`config.mk`:
```
export PLATFORM = sky130hd
export DESIGN_NAME = modbus_write_regs
export DESIGN_NICKNAME = d
export VERILOG_FILES = /design/src/rtl/mb_pkg.sv /design/src/rtl/modbus_write_regs.sv /design/src/rtl/hold_bank.sv /design/src/rtl/coil_pulses.sv
export VERILOG_INCLUDE_DIRS = /design/src /design/src/rtl
export SDC_FILE = /design/constraint.sdc
export NUM_CORES = 1
export LEC_CHECK = 0
export BUFFER_PORTS_ARGS = -buffer_cell sky130_fd_sc_hd__buf_2
export CAP_MARGIN = 20
export CORE_ASPECT_RATIO = 1.1
export CORE_UTILIZATION = 60
export CTS_CLUSTER_SIZE = 12
export DETAILED_ROUTE_END_ITERATION = 6
export GPL_TIMING_DRIVEN = 0
export HOLD_SLACK_MARGIN = 0.12
export PLACE_DENSITY = 0.79
export SLEW_MARGIN = 10
export SYNTH_ARGS = -nofsm -noshare
export SYNTH_HDL_FRONTEND = slang
export SYNTH_HIERARCHICAL = 1
export SYNTH_SLANG_ARGS = --single-unit
```
`constraint.sdc`:
```
create_clock -name SYS_CLK -period 5.1 [get_ports SYS_CLK]
set_clock_uncertainty 0.2 [all_clocks]
set_input_delay 1.02 -clock SYS_CLK [delete_from_list [all_inputs] [get_ports SYS_CLK]]
set_output_delay 1.02 -clock SYS_CLK [all_outputs]
set_load 0.05 [all_outputs]
```
`src/rtl/mb_map.svh`:
```
`ifndef MB_MAP_SVH
`define MB_MAP_SVH
`define FC_RD_COILS 8'h01
`define FC_RD_DISC 8'h02
`define FC_RD_HOLD 8'h03
`define FC_RD_INPUT 8'h04
`define FC_WR_COIL 8'h05
`define FC_WR_MULTI 8'h10
`define FC_EXC_FLAG 8'h80
`define EXC_NONE 8'h00
`define EXC_FUNC 8'h01
`define EXC_ADDR 8'h02
`define EXC_VALUE 8'h03
`define STATION_MIN 8'h01
`define STATION_MAX 8'hf7
`define IDX_LEN_HI 16'h0004
`define IDX_LEN_LO 16'h0005
`define IDX_STATION 16'h0006
`define IDX_FC 16'h0007
`define IDX_ADDR_HI 16'h0008
`define IDX_ADDR_LO 16'h0009
`define IDX_CNT_HI 16'h000a
`define IDX_CNT_LO 16'h000b
`define IDX_BC 16'h000c
`define IDX_DATA 16'h000d
`define MBAP_BYTES 16'h0006
`define PDU_FIXED 16'h0006
`define PDU_MULTI_MIN 16'h0007
`define PDU_EXC 16'h0003
`define PDU_ECHO 16'h0006
`define MAX_READ 16'h0008
`define MAX_WRITE 16'h007b
`define COIL_ON 16'hff00
`define COIL_OFF 16'h0000
`define DO_COILS 17'h00008
`define COIL_WEB 16'h007f
`define COIL_ID 16'h0080
`define COIL_REBOOT 16'h0085
`define IR_FW 16'h0097
`define IR_COMM 16'h009e
`define IR_PAIR 16'h00a0
`define HOLD_BASE 16'h0100
`define HOLD_WORDS 16
`define HOLD_SPAN 17'h00010
`define COILS_RESET 8'h00
`define HOLD_RESET 16'h0000
`endif

```
`src/rtl/mb_pkg.sv`:
```
package mb_pkg;
    typedef enum logic [1:0] {ST_RX, ST_EVAL, ST_TX} ctl_e;
    typedef logic [15:0] word_t;
    typedef struct packed {
        logic valid;
        logic [7:0] data;
    } rx_s;
    typedef struct packed {
        logic valid;
        logic last;
        logic [7:0] data;
    } tx_s;
    typedef struct packed {
        logic [31:0] msg;
        logic [15:0] len;
        logic [7:0] station;
        logic [7:0] fc;
        logic [15:0] addr;
        logic [15:0] cnt;
        logic [7:0] bc;
    } req_s;
    typedef struct packed {
        logic we;
        word_t addr;
        word_t data;
    } wr_s;
endpackage

```
`src/rtl/modbus_write_regs.sv`:
```
`timescale 1ns/100ps
`include "mb_map.svh"
module modbus_write_regs
    import mb_pkg::*;
#(
    // arbitrary value
    parameter logic [15:0] FW_VERSION = 16'h0064
)
(
    input wire logic SYS_CLK,
    input wire logic RESETN,
    input wire logic [7:0] STATION_NUMBER,
    input wire rx_s RX,
    output logic RX_READY,
    output tx_s TX,
    input wire logic TX_READY,
    input wire logic [7:0] DIGITAL_IN,
    input wire logic COMM_TIMEOUT,
    input wire logic [1:0] PAIR_STATUS,
    output logic [7:0] COIL_OUT,
    output logic RESTORE_WEB_DEFAULTS,
    output logic RESTORE_ID_DEFAULTS,
    output logic REBOOT_REQUEST,
    output logic [`HOLD_WORDS*16-1:0] HOLD_REGS,
    output logic [31:0] HOLD_LONG0
);
    typedef struct packed {
        ctl_e st;
        logic [15:0] idx;
        req_s req;
        logic [7:0] hi;
        logic wr_ok;
        logic [7:0] exc;
        logic [15:0] tx_idx;
        logic [15:0] tx_len;
        tx_s tx;
    } top_s;

    top_s s_q;
    top_s s_d;
    wr_s wr;
    wr_s cw;
    word_t bank_rd;
    word_t rd_addr;
    word_t rd_word;
    logic [15:0] data_j;
    logic [15:0] tx_j;
    logic [15:0] plen;
    logic [7:0] tx_byte;
    logic [7:0] bit_src;
    logic [7:0] b;

    function automatic logic station_ok(logic [7:0] st, logic [7:0] own);
        station_ok = (st >= `STATION_MIN) && (st <= `STATION_MAX) && (st == own);
    endfunction

    function automatic logic hold_range_ok(word_t addr, word_t cnt);
        logic [16:0] top;
        top = {1'b0, addr} + {1'b0, cnt};
        hold_range_ok = (cnt != 16'h0000) && (addr >= `HOLD_BASE)
            && (top <= ({1'b0, `HOLD_BASE} + `HOLD_SPAN));
    endfunction

    function automatic logic ir_ok(word_t addr);
        ir_ok = (addr == `IR_FW) || (addr == `IR_COMM) || (addr == `IR_PAIR);
    endfunction

    function automatic word_t ir_word(word_t addr, logic comm, logic [1:0] pair);
        ir_word = 16'h0000;
        if (addr == `IR_FW)
        begin
            ir_word = FW_VERSION;
        end
        else if (addr == `IR_COMM)
        begin
            ir_word = {15'h0000, comm};
        end
        else if (addr == `IR_PAIR)
        begin
            ir_word = {14'h0000, pair};
        end
    endfunction

    function automatic logic cnt_ok(word_t cnt, word_t most);
        cnt_ok = (cnt != 16'h0000) && (cnt <= most);
    endfunction

    function automatic logic [7:0] check_req(req_s r);
        logic [7:0] e;
        logic [16:0] top;
        int i;
        e = `EXC_NONE;
        top = {1'b0, r.addr} + {1'b0, r.cnt};
        case (r.fc)
            `FC_RD_COILS, `FC_RD_DISC:
            begin
                if (r.len < `PDU_FIXED || !cnt_ok(r.cnt, `MAX_READ))
                begin
                    e = `EXC_VALUE;
                end
                else if (top > `DO_COILS)
                begin
                    e = `EXC_ADDR;
                end
            end
            `FC_RD_HOLD:
            begin
                if (r.len < `PDU_FIXED || !cnt_ok(r.cnt, `MAX_READ))
                begin
                    e = `EXC_VALUE;
                end
                else if (!hold_range_ok(r.addr, r.cnt))
                begin
                    e = `EXC_ADDR;
                end
            end
            `FC_RD_INPUT:
            begin
                if (r.len < `PDU_FIXED || !cnt_ok(r.cnt, `MAX_READ))
                begin
                    e = `EXC_VALUE;
                end
                else
                begin
                    // sparse space: every word of the range must exist
                    for (i = 0; i < 8; i++)
                    begin
                        if (16'(i) < r.cnt && !ir_ok(r.addr + 16'(i)))
                        begin
                            e = `EXC_ADDR;
                        end
                    end
                end
            end
            `FC_WR_COIL:
            begin
                if (r.len < `PDU_FIXED || (r.cnt != `COIL_ON && r.cnt != `COIL_OFF))
                begin
                    e = `EXC_VALUE;
                end
                else if (!({1'b0, r.addr} < `DO_COILS || r.addr == `COIL_WEB
                    || r.addr == `COIL_ID || r.addr == `COIL_REBOOT))
                begin
                    e = `EXC_ADDR;
                end
            end
            `FC_WR_MULTI:
            begin
                if (r.len < `PDU_MULTI_MIN || !cnt_ok(r.cnt, `MAX_WRITE)
                    || {r.cnt[14:0], 1'b0} != {8'h00, r.bc}
                    || r.len != `PDU_MULTI_MIN + {8'h00, r.bc})
                begin
                    e = `EXC_VALUE;
                end
                else if (!hold_range_ok(r.addr, r.cnt))
                begin
                    e = `EXC_ADDR;
                end
            end
            default:
            begin
                e = `EXC_FUNC;
            end
        endcase
        check_req = e;
    endfunction

    function automatic logic [15:0] pdu_len(req_s r, logic [7:0] e);
        pdu_len = `PDU_ECHO;
        if (e != `EXC_NONE)
        begin
            pdu_len = `PDU_EXC;
        end
        else if (r.fc == `FC_RD_COILS || r.fc == `FC_RD_DISC)
        begin
            pdu_len = `PDU_EXC + 16'h0001;
        end
        else if (r.fc == `FC_RD_HOLD || r.fc == `FC_RD_INPUT)
        begin
            pdu_len = `PDU_EXC + {r.cnt[14:0], 1'b0};
        end
    endfunction

    assign b = RX.data;
    assign data_j = s_q.idx - `IDX_DATA;
    assign tx_j = s_q.tx_idx - `IDX_ADDR_LO;
    assign plen = s_q.tx_len - `MBAP_BYTES;
    assign rd_addr = s_q.req.addr + {1'b0, tx_j[15:1]};
    assign rd_word = (s_q.req.fc == `FC_RD_HOLD) ? bank_rd
        : ir_word(rd_addr, COMM_TIMEOUT, PAIR_STATUS);
    assign bit_src = (s_q.req.fc == `FC_RD_COILS) ? COIL_OUT : DIGITAL_IN;

    // receive, judge, answer
    always_comb
    begin
        s_d = s_q;
        wr = '0;
        cw = '0;
        case (s_q.st)
            ST_RX:
            begin
                if (RX.valid)
                begin
                    s_d.idx = s_q.idx + 16'h0001;
                    if (s_q.idx == 16'h0000)
                    begin
                        s_d.req = '0;
                        s_d.wr_ok = 1'b0;
                        s_d.req.msg = {24'h000000, b};
                    end
                    else if (s_q.idx < `IDX_LEN_HI)
                    begin
                        s_d.req.msg = {s_q.req.msg[23:0], b};
                    end
                    else if (s_q.idx == `IDX_LEN_HI)
                    begin
                        s_d.req.len[15:8] = b;
                    end
                    else if (s_q.idx == `IDX_LEN_LO)
                    begin
                        s_d.req.len[7:0] = b;
                    end
                    else if (s_q.idx == `IDX_STATION)
                    begin
                        s_d.req.station = b;
                    end
                    else if (s_q.idx == `IDX_FC)
                    begin
                        s_d.req.fc = b;
                    end
                    else if (s_q.idx == `IDX_ADDR_HI)
                    begin
                        s_d.req.addr[15:8] = b;
                    end
                    else if (s_q.idx == `IDX_ADDR_LO)
                    begin
                        s_d.req.addr[7:0] = b;
                    end
                    else if (s_q.idx == `IDX_CNT_HI)
                    begin
                        s_d.req.cnt[15:8] = b;
                    end
                    else if (s_q.idx == `IDX_CNT_LO)
                    begin
                        s_d.req.cnt[7:0] = b;
                    end
                    else if (s_q.idx == `IDX_BC)
                    begin
                        s_d.req.bc = b;
                        // words are stored as they arrive, so the header is vetted first
                        s_d.wr_ok = (s_q.req.fc == `FC_WR_MULTI)
                            && station_ok(s_q.req.station, STATION_NUMBER)
                            && hold_range_ok(s_q.req.addr, s_q.req.cnt)
                            && {s_q.req.cnt[14:0], 1'b0} == {8'h00, b};
                    end
                    else if (s_q.wr_ok && data_j < {8'h00, s_q.req.bc})
                    begin
                        if (!data_j[0])
                        begin
                            s_d.hi = b;
                        end
                        else
                        begin
                            wr.we = 1'b1;
                            wr.addr = s_q.req.addr + {1'b0, data_j[15:1]};
                            wr.data = {s_q.hi, b};
                        end
                    end
                    if (s_q.idx == `IDX_LEN_LO && {s_q.req.len[15:8], b} == 16'h0000)
                    begin
                        s_d.idx = 16'h0000;
                    end
                    else if (s_q.idx >= `IDX_STATION
                        && s_q.idx == s_q.req.len + `IDX_LEN_LO)
                    begin
                        s_d.st = ST_EVAL;
                    end
                end
            end
            ST_EVAL:
            begin
                s_d.exc = check_req(s_q.req);
                s_d.tx_len = `MBAP_BYTES + pdu_len(s_q.req, s_d.exc);
                s_d.tx_idx = 16'h0000;
                s_d.idx = 16'h0000;
                if (!station_ok(s_q.req.station, STATION_NUMBER))
                begin
                    s_d.st = ST_RX;
                end
                else
                begin
                    s_d.st = ST_TX;
                    if (s_q.req.fc == `FC_WR_COIL && s_d.exc == `EXC_NONE)
                    begin
                        cw.we = 1'b1;
                        cw.addr = s_q.req.addr;
                        cw.data = s_q.req.cnt;
                    end
                end
            end
            ST_TX:
            begin
                if (!s_q.tx.valid || TX_READY)
                begin
                    if (s_q.tx_idx < s_q.tx_len)
                    begin
                        s_d.tx.valid = 1'b1;
                        s_d.tx.last = (s_q.tx_idx == s_q.tx_len - 16'h0001);
                        s_d.tx.data = tx_byte;
                        s_d.tx_idx = s_q.tx_idx + 16'h0001;
                    end
                    else
                    begin
                        s_d.tx = '0;
                        s_d.st = ST_RX;
                    end
                end
            end
            default:
            begin
                s_d.st = ST_RX;
            end
        endcase
    end

    // byte of the answer at the current send position
    always_comb
    begin
        tx_byte = 8'h00;
        case (s_q.tx_idx)
            16'h0000: tx_byte = s_q.req.msg[31:24];
            16'h0001: tx_byte = s_q.req.msg[23:16];
            16'h0002: tx_byte = s_q.req.msg[15:8];
            16'h0003: tx_byte = s_q.req.msg[7:0];
            `IDX_LEN_HI: tx_byte = plen[15:8];
            `IDX_LEN_LO: tx_byte = plen[7:0];
            `IDX_STATION: tx_byte = s_q.req.station;
            `IDX_FC:
            begin
                tx_byte = (s_q.exc != `EXC_NONE) ? (s_q.req.fc | `FC_EXC_FLAG)
                    : s_q.req.fc;
            end
            default:
            begin
                if (s_q.exc != `EXC_NONE)
                begin
                    tx_byte = s_q.exc;
                end
                else if (s_q.req.fc == `FC_RD_COILS || s_q.req.fc == `FC_RD_DISC)
                begin
                    // one byte covers at most eight points
                    tx_byte = (s_q.tx_idx == `IDX_ADDR_HI) ? 8'h01
                        : (bit_src >> s_q.req.addr[2:0])
                        & (8'hff >> (4'h8 - s_q.req.cnt[3:0]));
                end
                else if (s_q.req.fc == `FC_RD_HOLD || s_q.req.fc == `FC_RD_INPUT)
                begin
                    if (s_q.tx_idx == `IDX_ADDR_HI)
                    begin
                        tx_byte = {s_q.req.cnt[6:0], 1'b0};
                    end
                    else
                    begin
                        tx_byte = tx_j[0] ? rd_word[7:0] : rd_word[15:8];
                    end
                end
                else
                begin
                    case (s_q.tx_idx)
                        `IDX_ADDR_HI: tx_byte = s_q.req.addr[15:8];
                        `IDX_ADDR_LO: tx_byte = s_q.req.addr[7:0];
                        `IDX_CNT_HI: tx_byte = s_q.req.cnt[15:8];
                        default: tx_byte = s_q.req.cnt[7:0];
                    endcase
                end
            end
        endcase
    end

    always_ff @(posedge SYS_CLK or negedge RESETN)
    begin
        if (!RESETN)
        begin
            s_q <= '{st: ST_RX, default: '0};
        end
        else
        begin
            s_q <= s_d;
        end
    end

    hold_bank u_bank (
        .clk(SYS_CLK),
        .rst_n(RESETN),
        .wr(wr),
        .rd_addr(rd_addr),
        .rd_data(bank_rd),
        .all_words(HOLD_REGS)
    );

    coil_pulses u_coils (
        .clk(SYS_CLK),
        .rst_n(RESETN),
        .cw(cw),
        .coils(COIL_OUT),
        .web_pulse(RESTORE_WEB_DEFAULTS),
        .id_pulse(RESTORE_ID_DEFAULTS),
        .reboot_pulse(REBOOT_REQUEST)
    );

    assign RX_READY = (s_q.st == ST_RX);
    assign TX = s_q.tx;
    assign HOLD_LONG0 = {HOLD_REGS[31:16], HOLD_REGS[15:0]};
endmodule // modbus_write_regs

```
`src/rtl/hold_bank.sv`:
```
`timescale 1ns/100ps
`include "mb_map.svh"
module hold_bank
    import mb_pkg::*;
(
    input wire logic clk,
    input wire logic rst_n,
    input wire wr_s wr,
    input wire word_t rd_addr,
    output word_t rd_data,
    output logic [`HOLD_WORDS*16-1:0] all_words
);
    typedef struct packed {
        logic [`HOLD_WORDS-1:0][15:0] mem;
    } bank_s;
    bank_s s_q;
    bank_s s_d;
    word_t wr_off;
    word_t rd_off;

    assign wr_off = wr.addr - `HOLD_BASE;
    assign rd_off = rd_addr - `HOLD_BASE;

    always_comb
    begin
        s_d = s_q;
        if (wr.we)
        begin
            s_d.mem[wr_off[3:0]] = wr.data;
        end
    end

    always_ff @(posedge clk or negedge rst_n)
    begin
        if (!rst_n)
        begin
            s_q <= {`HOLD_WORDS{`HOLD_RESET}};
        end
        else
        begin
            s_q <= s_d;
        end
    end

    assign rd_data = s_q.mem[rd_off[3:0]];
    assign all_words = s_q.mem;
endmodule // hold_bank

```
`src/rtl/coil_pulses.sv`:
```
`timescale 1ns/100ps
`include "mb_map.svh"
module coil_pulses
    import mb_pkg::*;
(
    input wire logic clk,
    input wire logic rst_n,
    input wire wr_s cw,
    output logic [7:0] coils,
    output logic web_pulse,
    output logic id_pulse,
    output logic reboot_pulse
);
    typedef struct packed {
        logic [7:0] coils;
        logic web;
        logic id;
        logic reboot;
    } coil_s;
    coil_s s_q;
    coil_s s_d;
    logic on;

    assign on = (cw.data == `COIL_ON);

    always_comb
    begin
        s_d = s_q;
        // pulses last one clock whatever the master writes next
        s_d.web = 1'b0;
        s_d.id = 1'b0;
        s_d.reboot = 1'b0;
        if (cw.we)
        begin
            if ({1'b0, cw.addr} < `DO_COILS)
            begin
                s_d.coils[cw.addr[2:0]] = on;
            end
            s_d.web = on && (cw.addr == `COIL_WEB);
            s_d.id = on && (cw.addr == `COIL_ID);
            s_d.reboot = on && (cw.addr == `COIL_REBOOT);
        end
    end

    always_ff @(posedge clk or negedge rst_n)
    begin
        if (!rst_n)
        begin
            s_q <= {`COILS_RESET, 3'b000};
        end
        else
        begin
            s_q <= s_d;
        end
    end

    assign coils = s_q.coils;
    assign web_pulse = s_q.web;
    assign id_pulse = s_q.id;
    assign reboot_pulse = s_q.reboot;
endmodule // coil_pulses

```
# Word-level counts from Yosys, hierarchy flattened
# Index checks and enable logic that the tools add are counted.
[word_totals]
reg_bits = 448
in_bits = 31
word_cells = 393
[op_classes]
n_addsub = 23
n_lt_le_gt_ge = 28
n_eq_ne = 83
n_shift = 2
muxes = 102
n_bitwise = 13
n_reduce_logical = 102
[ops]
columns = ["cell", "count"]
rows = [
  ["2-to-1 mux 33 bit", 19],
  ["== test 16 x 8 -> 1 bit, second input constant", 31],
  ["bitwise mux 256 bit", 1],
  ["2-to-1 mux 8 bit", 31],
  ["2-to-1 mux 16 bit", 11],
  ["2-to-1 mux 131 bit", 1],
  ["== test 16 x 3 -> 1 bit, second input constant", 8],
  ["== test 16 x 4 -> 1 bit, second input constant", 8],
  ["2-to-1 mux 104 bit", 1],
  ["2-to-1 mux 81 bit", 1],
  ["adder 16 x 3 -> 16 bit, second input constant", 5],
  ["2-to-1 mux 73 bit", 1],
  ["2-to-1 mux 65 bit", 1],
  ["binary-select mux 16 bit (select 4 bit)", 1],
  ["demux 16 bit (select 4 bit)", 1],
  ["less-than comparator 3 x 16 -> 1 bit, first input constant", 4],
  ["case mux 16 bit (2 select lines)", 2],
  ["case mux 8 bit (8 select lines)", 1],
  ["2-to-1 mux 57 bit", 1],
  ["2-to-1 mux 49 bit", 1],
  ["adder 16 x 1 -> 16 bit, second input constant", 3],
  ["logical NOT 16 bit", 3],
  ["less-than comparator 16 x 3 -> 1 bit, second input constant", 3],
  ["2-to-1 mux 41 bit", 1],
  ["other kinds (83)", 213],
]

# Longest topological paths before layout
[logic_depth]
word_depth = 26
depth_mapped = 22
mapped_depth_nobuf = 18

# Hierarchy
# The synthesis kept the hierarchy.
[by_module_without_submodules]
columns = ["module", "instances", "cells_each", "area_each_um2"]
rows = [
  ["modbus_write_regs", 1, 2092, 16380.7],
  ["hold_bank", 1, 712, 11607.4],
  ["coil_pulses", 1, 52, 590.6],
]

# Worst setup path before layout
# No wires, ideal clock.
[synth_timing]
path_type = "register to register"
start = "reg s_q[84] (netlist name)"
end = "reg u_coils.s_q (netlist bit u_coils/coils[2])"
arrival_time_ns = 4.360
required_time_ns = 4.775
path_slack_ns = 0.415
path_stages_with_launch = 18
n_path_buf = 2
synth_period_minus_slack_ns = 4.685
path_cell_list = "dfrtp_1 -> clkbuf_1 -> inv_2 -> fa_1 -> nand2b_1 -> a211oi_1 -> o21ai_1 -> a21oi_1 -> o2111ai_1 -> nor4_1 -> a31oi_1 -> nor4_4 -> buf_6 -> and2_1 -> and3b_1 -> nand4_1 -> nor3_1 -> mux2_2"
[synth_rtl]
columns = ["element", "line_no", "rtl"]
rows = [
  ["from (decl)", "modbus_write_regs.sv:39", "top_s s_q;"],
  ["from (signal assigned)", "modbus_write_regs.sv:384", "s_q <= '{st: ST_RX, default: '0};"],
  ["from (signal assigned)", "modbus_write_regs.sv:388", "s_q <= s_d;"],
  ["to (signal assigned)", "coil_pulses.sv:49", "s_q <= {`COILS_RESET, 3'b000};"],
  ["to (decl)", "coil_pulses.sv:20", "coil_s s_q;"],
]

# Worst setup path in the final report
[layout_timing]
start = "reg s_q[26] (netlist name)"
end = "reg s_q (netlist bit TX[3])"
[layout_via]
elab_chain_len = 13
word_cells_on_any_way = 27
cone_classes = "add/sub (3); order compare (1); eq/ne (10); mux (12); reduce/logical (1)"
[layout_rtl]
columns = ["element", "line_no", "rtl"]
rows = [
  ["subtractor 16 x 4 -> 16 bit (no source line)", "-", ""],
  ["adder 16 x 15 -> 16 bit", "modbus_write_regs.sv:188", "assign rd_addr = s_q.req.addr + {1'b0, tx_j[15:1]};"],
  ["net rd_addr[1]", "modbus_write_regs.sv:44", "word_t rd_addr;"],
  ["subtractor 4 x 1 -> 4 bit (no source line)", "-", ""],
  ["binary-select mux 16 bit (select 4 bit)", "hold_bank.sv:45", "assign rd_data = s_q.mem[rd_off[3:0]];"],
  ["2-to-1 mux 16 bit (implied by the code)", "hold_bank.sv:45", ""],
  ["net bank_rd[11]", "modbus_write_regs.sv:43", "word_t bank_rd;"],
  ["2-to-1 mux 16 bit", "modbus_write_regs.sv:189", "assign rd_word = (s_q.req.fc == `FC_RD_HOLD) ? bank_rd"],
  ["2-to-1 mux 8 bit", "modbus_write_regs.sv:364", "tx_byte = tx_j[0] ? rd_word[7:0] : rd_word[15:8];"],
  ["2-to-1 mux 8 bit", "modbus_write_regs.sv:358", "if (s_q.tx_idx == `IDX_ADDR_HI)"],
  ["2-to-1 mux 8 bit", "modbus_write_regs.sv:356", "else if (s_q.req.fc == `FC_RD_HOLD || s_q.req.fc == `FC_RD_INPUT)"],
  ["2-to-1 mux 8 bit", "modbus_write_regs.sv:349", "else if (s_q.req.fc == `FC_RD_COILS || s_q.req.fc == `FC_RD_DISC)"],
  ["2-to-1 mux 8 bit", "modbus_write_regs.sv:345", "if (s_q.exc != `EXC_NONE)"],
  ["case mux 8 bit (8 select lines)", "modbus_write_regs.sv:330", "case (s_q.tx_idx)"],
  ["2-to-1 mux 10 bit", "modbus_write_regs.sv:305", "if (s_q.tx_idx < s_q.tx_len)"],
]
# The timed path passes the listed nets, and every way through them passes these cells. The select of a mux whose other input is x is not followed.
# A chain may end at the register's enable or synchronous reset.

==> flow_summary.json <==
{
  "cpMostUsedCell": "inv_1",
  "die_area_sq_um": 47400,
  "yosys_warnings": 6,
  "grt_usage": 0.420,
  "diodes": 0,
  "cp.required_ns": 5.40,
  "worstHoldPathType": "in -> async",
  "place_area_sq_um": 30500,
  "grt-ovfl-total": 0,
  "crit_path_start_kind": "flip-flop",
  "max_freq_mhz": 198,
  "drive_gt1_frac": 0.312,
  "finalSetupViolCount": 0,
  "gp_congestion": 1.04,
  "netlist_area_sq_um": 27900,
  "outcome": "complete, but fails checks",
  "cp_slowest_cell": "fa_2",
  "max-vdd-ir-drop_v": 0.000575,
  "cts_tree": "built",
  "drv_cap": 0,
  "syn_area_per_cell_sq_um": 10.1,
  "period_share": 0.991,
  "ctsHoldBuffers": 0,
  "syn_inst": 2754,
  "clockBufferDepth": 3,
  "worstMarginPinSlew_ns": 0.954,
  "path_max_fanout": 10,
  "clock_sinks": 442,
  "wl_um": 101000,
  "drt_iter0_markers": 2590,
  "clk_latency_ns": 0.61,
  "clkTransAtPathRegs_ns": 0.06,
  "violations": "design-rule violations",
  "crit_type": "reg -> reg",
  "initial_core_util": 0.610,
  "maxSlewViolCount": 0,
  "power.leakage_nw": 15.9,
  "crit_chain": "buf_8, inv_1, ha_1, inv_1, ha_1, inv_1, fa_2, clkinvlp_4, buf_4, clkbuf_2, mux4_2, a22oi_1, nand2_2, mux2i_4, nor3_1, a21oi_1, a21oi_1, o211ai_1, nand4_1, a22o_1",
  "fin_crit_ns": 5.05,
  "cts_made_buffers": 48,
  "hpwl_um": 75100,
  "first_global_vias": 25100,
  "max_stage_delay_ns": 0.61,
  "layout.cells.most_common": "dfrtp_1",
  "ant_nets": 0,
  "cts-root-buf": "clkbuf_16",
  "pin_count": 341,
  "rrSetupSlack_ns": 0.05,
  "rows": 82,
  "p_per_area_nw_per_um2": 501,
  "crit_arrival_ns": 5.35,
  "syn_to_final_growth_pct": 17.1,
  "postLayoutCoreUtil": 0.714,
  "worstSetupEndpointType": "flip-flop",
  "grt_max_degree": 111,
  "dr.pass1.iters": 7,
  "hold_viol": 0,
  "design_area_sq_um": 32700,
  "max_slew_margin": 0.359,
  "die_h_um": 228,
  "finalSetupTns_ns": 0,
  "antenna_found_initial": 2,
  "wire_per_inst_um": 26.5,
  "viasPerCell": 6.68,
  "layout.nets": 3304,
  "core_area_sq_um": 45800,
  "portBuffers": 333,
  "worst_slack_ns": 0.0462,
  "drc": 1,
  "die_w_um": 208,
  "fill_cells": 3358,
  "num_vias": 25400,
  "grt_pass1_wl_um": 152000,
  "preCtsSetupSlack_ns": -1.61,
  "h-tree-depth": 2,
  "mostFrequentLayoutCells": "432 x dfrtp_1, 357 x buf_2, 276 x mux2_2"
}
-- what timing repair did --
action / CTS / global route
pin swaps: 10 / 17
setup buffers: 13 / 23
cloned: 0 / 1
endpoints found under the setup margin: 177 / 245
gates resized for setup: 63 / 57
-- sequential cells by signal, summed over array words and instances, names as in the netlist --
signal	flops
TX	10
s_q	165
u_coils/id_pulse	1
u_coils/web_pulse	1
u_bank/all_words	256
u_coils/reboot_pulse	1
u_coils/coils	8
-- routing by layer --
layer | track usage | wire (um)
met1 | 0.494 | 35600
met2 | 0.691 | 47900
met3 | 0.0960 | 10000
met4 | 0.278 | 7490
met5 | 0 | 12
-- power by group --
group | switching (mW) | internal [mW] | leakage [nW]
Clock | 1.52 | 2.00 | 0.750
Sequential | 0.754 | 3.91 | 6.08
Combinational | 5.17 | 3.01 | 9.03
Total | 7.44 | 8.92 | 15.9
-- final timing paths --
kind                              start                     to  depth (start not counted)
worst max-delay path            s_q[26]                  TX[3]                         20
worst min-delay path             RESETN       u_coils/id_pulse                          1
worst max register to register  s_q[26]                  TX[3]                         20
worst min register to register    TX[8]                  TX[8]                          1
max in group asynchronous        RESETN  u_bank/all_words[109]                          3
min in group SYS_CLK              TX[8]                  TX[8]                          1
-- worst max-delay path, delay by kind of cell, from the launching register on --
kind,cells,cell delay (ns)
buffers and inverters,7,1.07
muxes,2,0.63
adders and majority gates,3,1.14
DFF,1,0.44
and+or+nand+nor,3,0.45
AOI/OAI and AO/OA,5,0.97
-- area by class of cell --
| cell class | count | area, sq um | area share |
|---|---|---|---|
| inverter | 75 | 294 | 0.00900 |
| multi-input combinational | 2017 | 15700 | 0.481 |
| tap | 588 | 736 | 0.0225 |
| timing repair inverter | 1 | 7.51 | 0.000230 |
| clock inverter | 14 | 194 | 0.00594 |
| clock buffer | 67 | 1350 | 0.0414 |
| sequential | 442 | 11100 | 0.339 |
| buffer | 230 | 1230 | 0.0375 |
| timing repair buffer | 374 | 2080 | 0.0636 |
-- per-stage QoR --
| step | total power [mW] | hold WS [ns] | cells |
|---|---|---|---|
| floorplan | 9.69 | 0.250 | 2767 |
| global placement | 12.0 | 0.262 | 3688 |
| detailed placement | 12.1 | 0.270 | 3692 |
| CTS | 15.8 | 0.194 | 3784 |
| global route | 17.1 | 0.208 | 3808 |
| finish | 16.4 | 0.173 | 3808 |
Note: power is estimated with default switching activity, not from simulation.
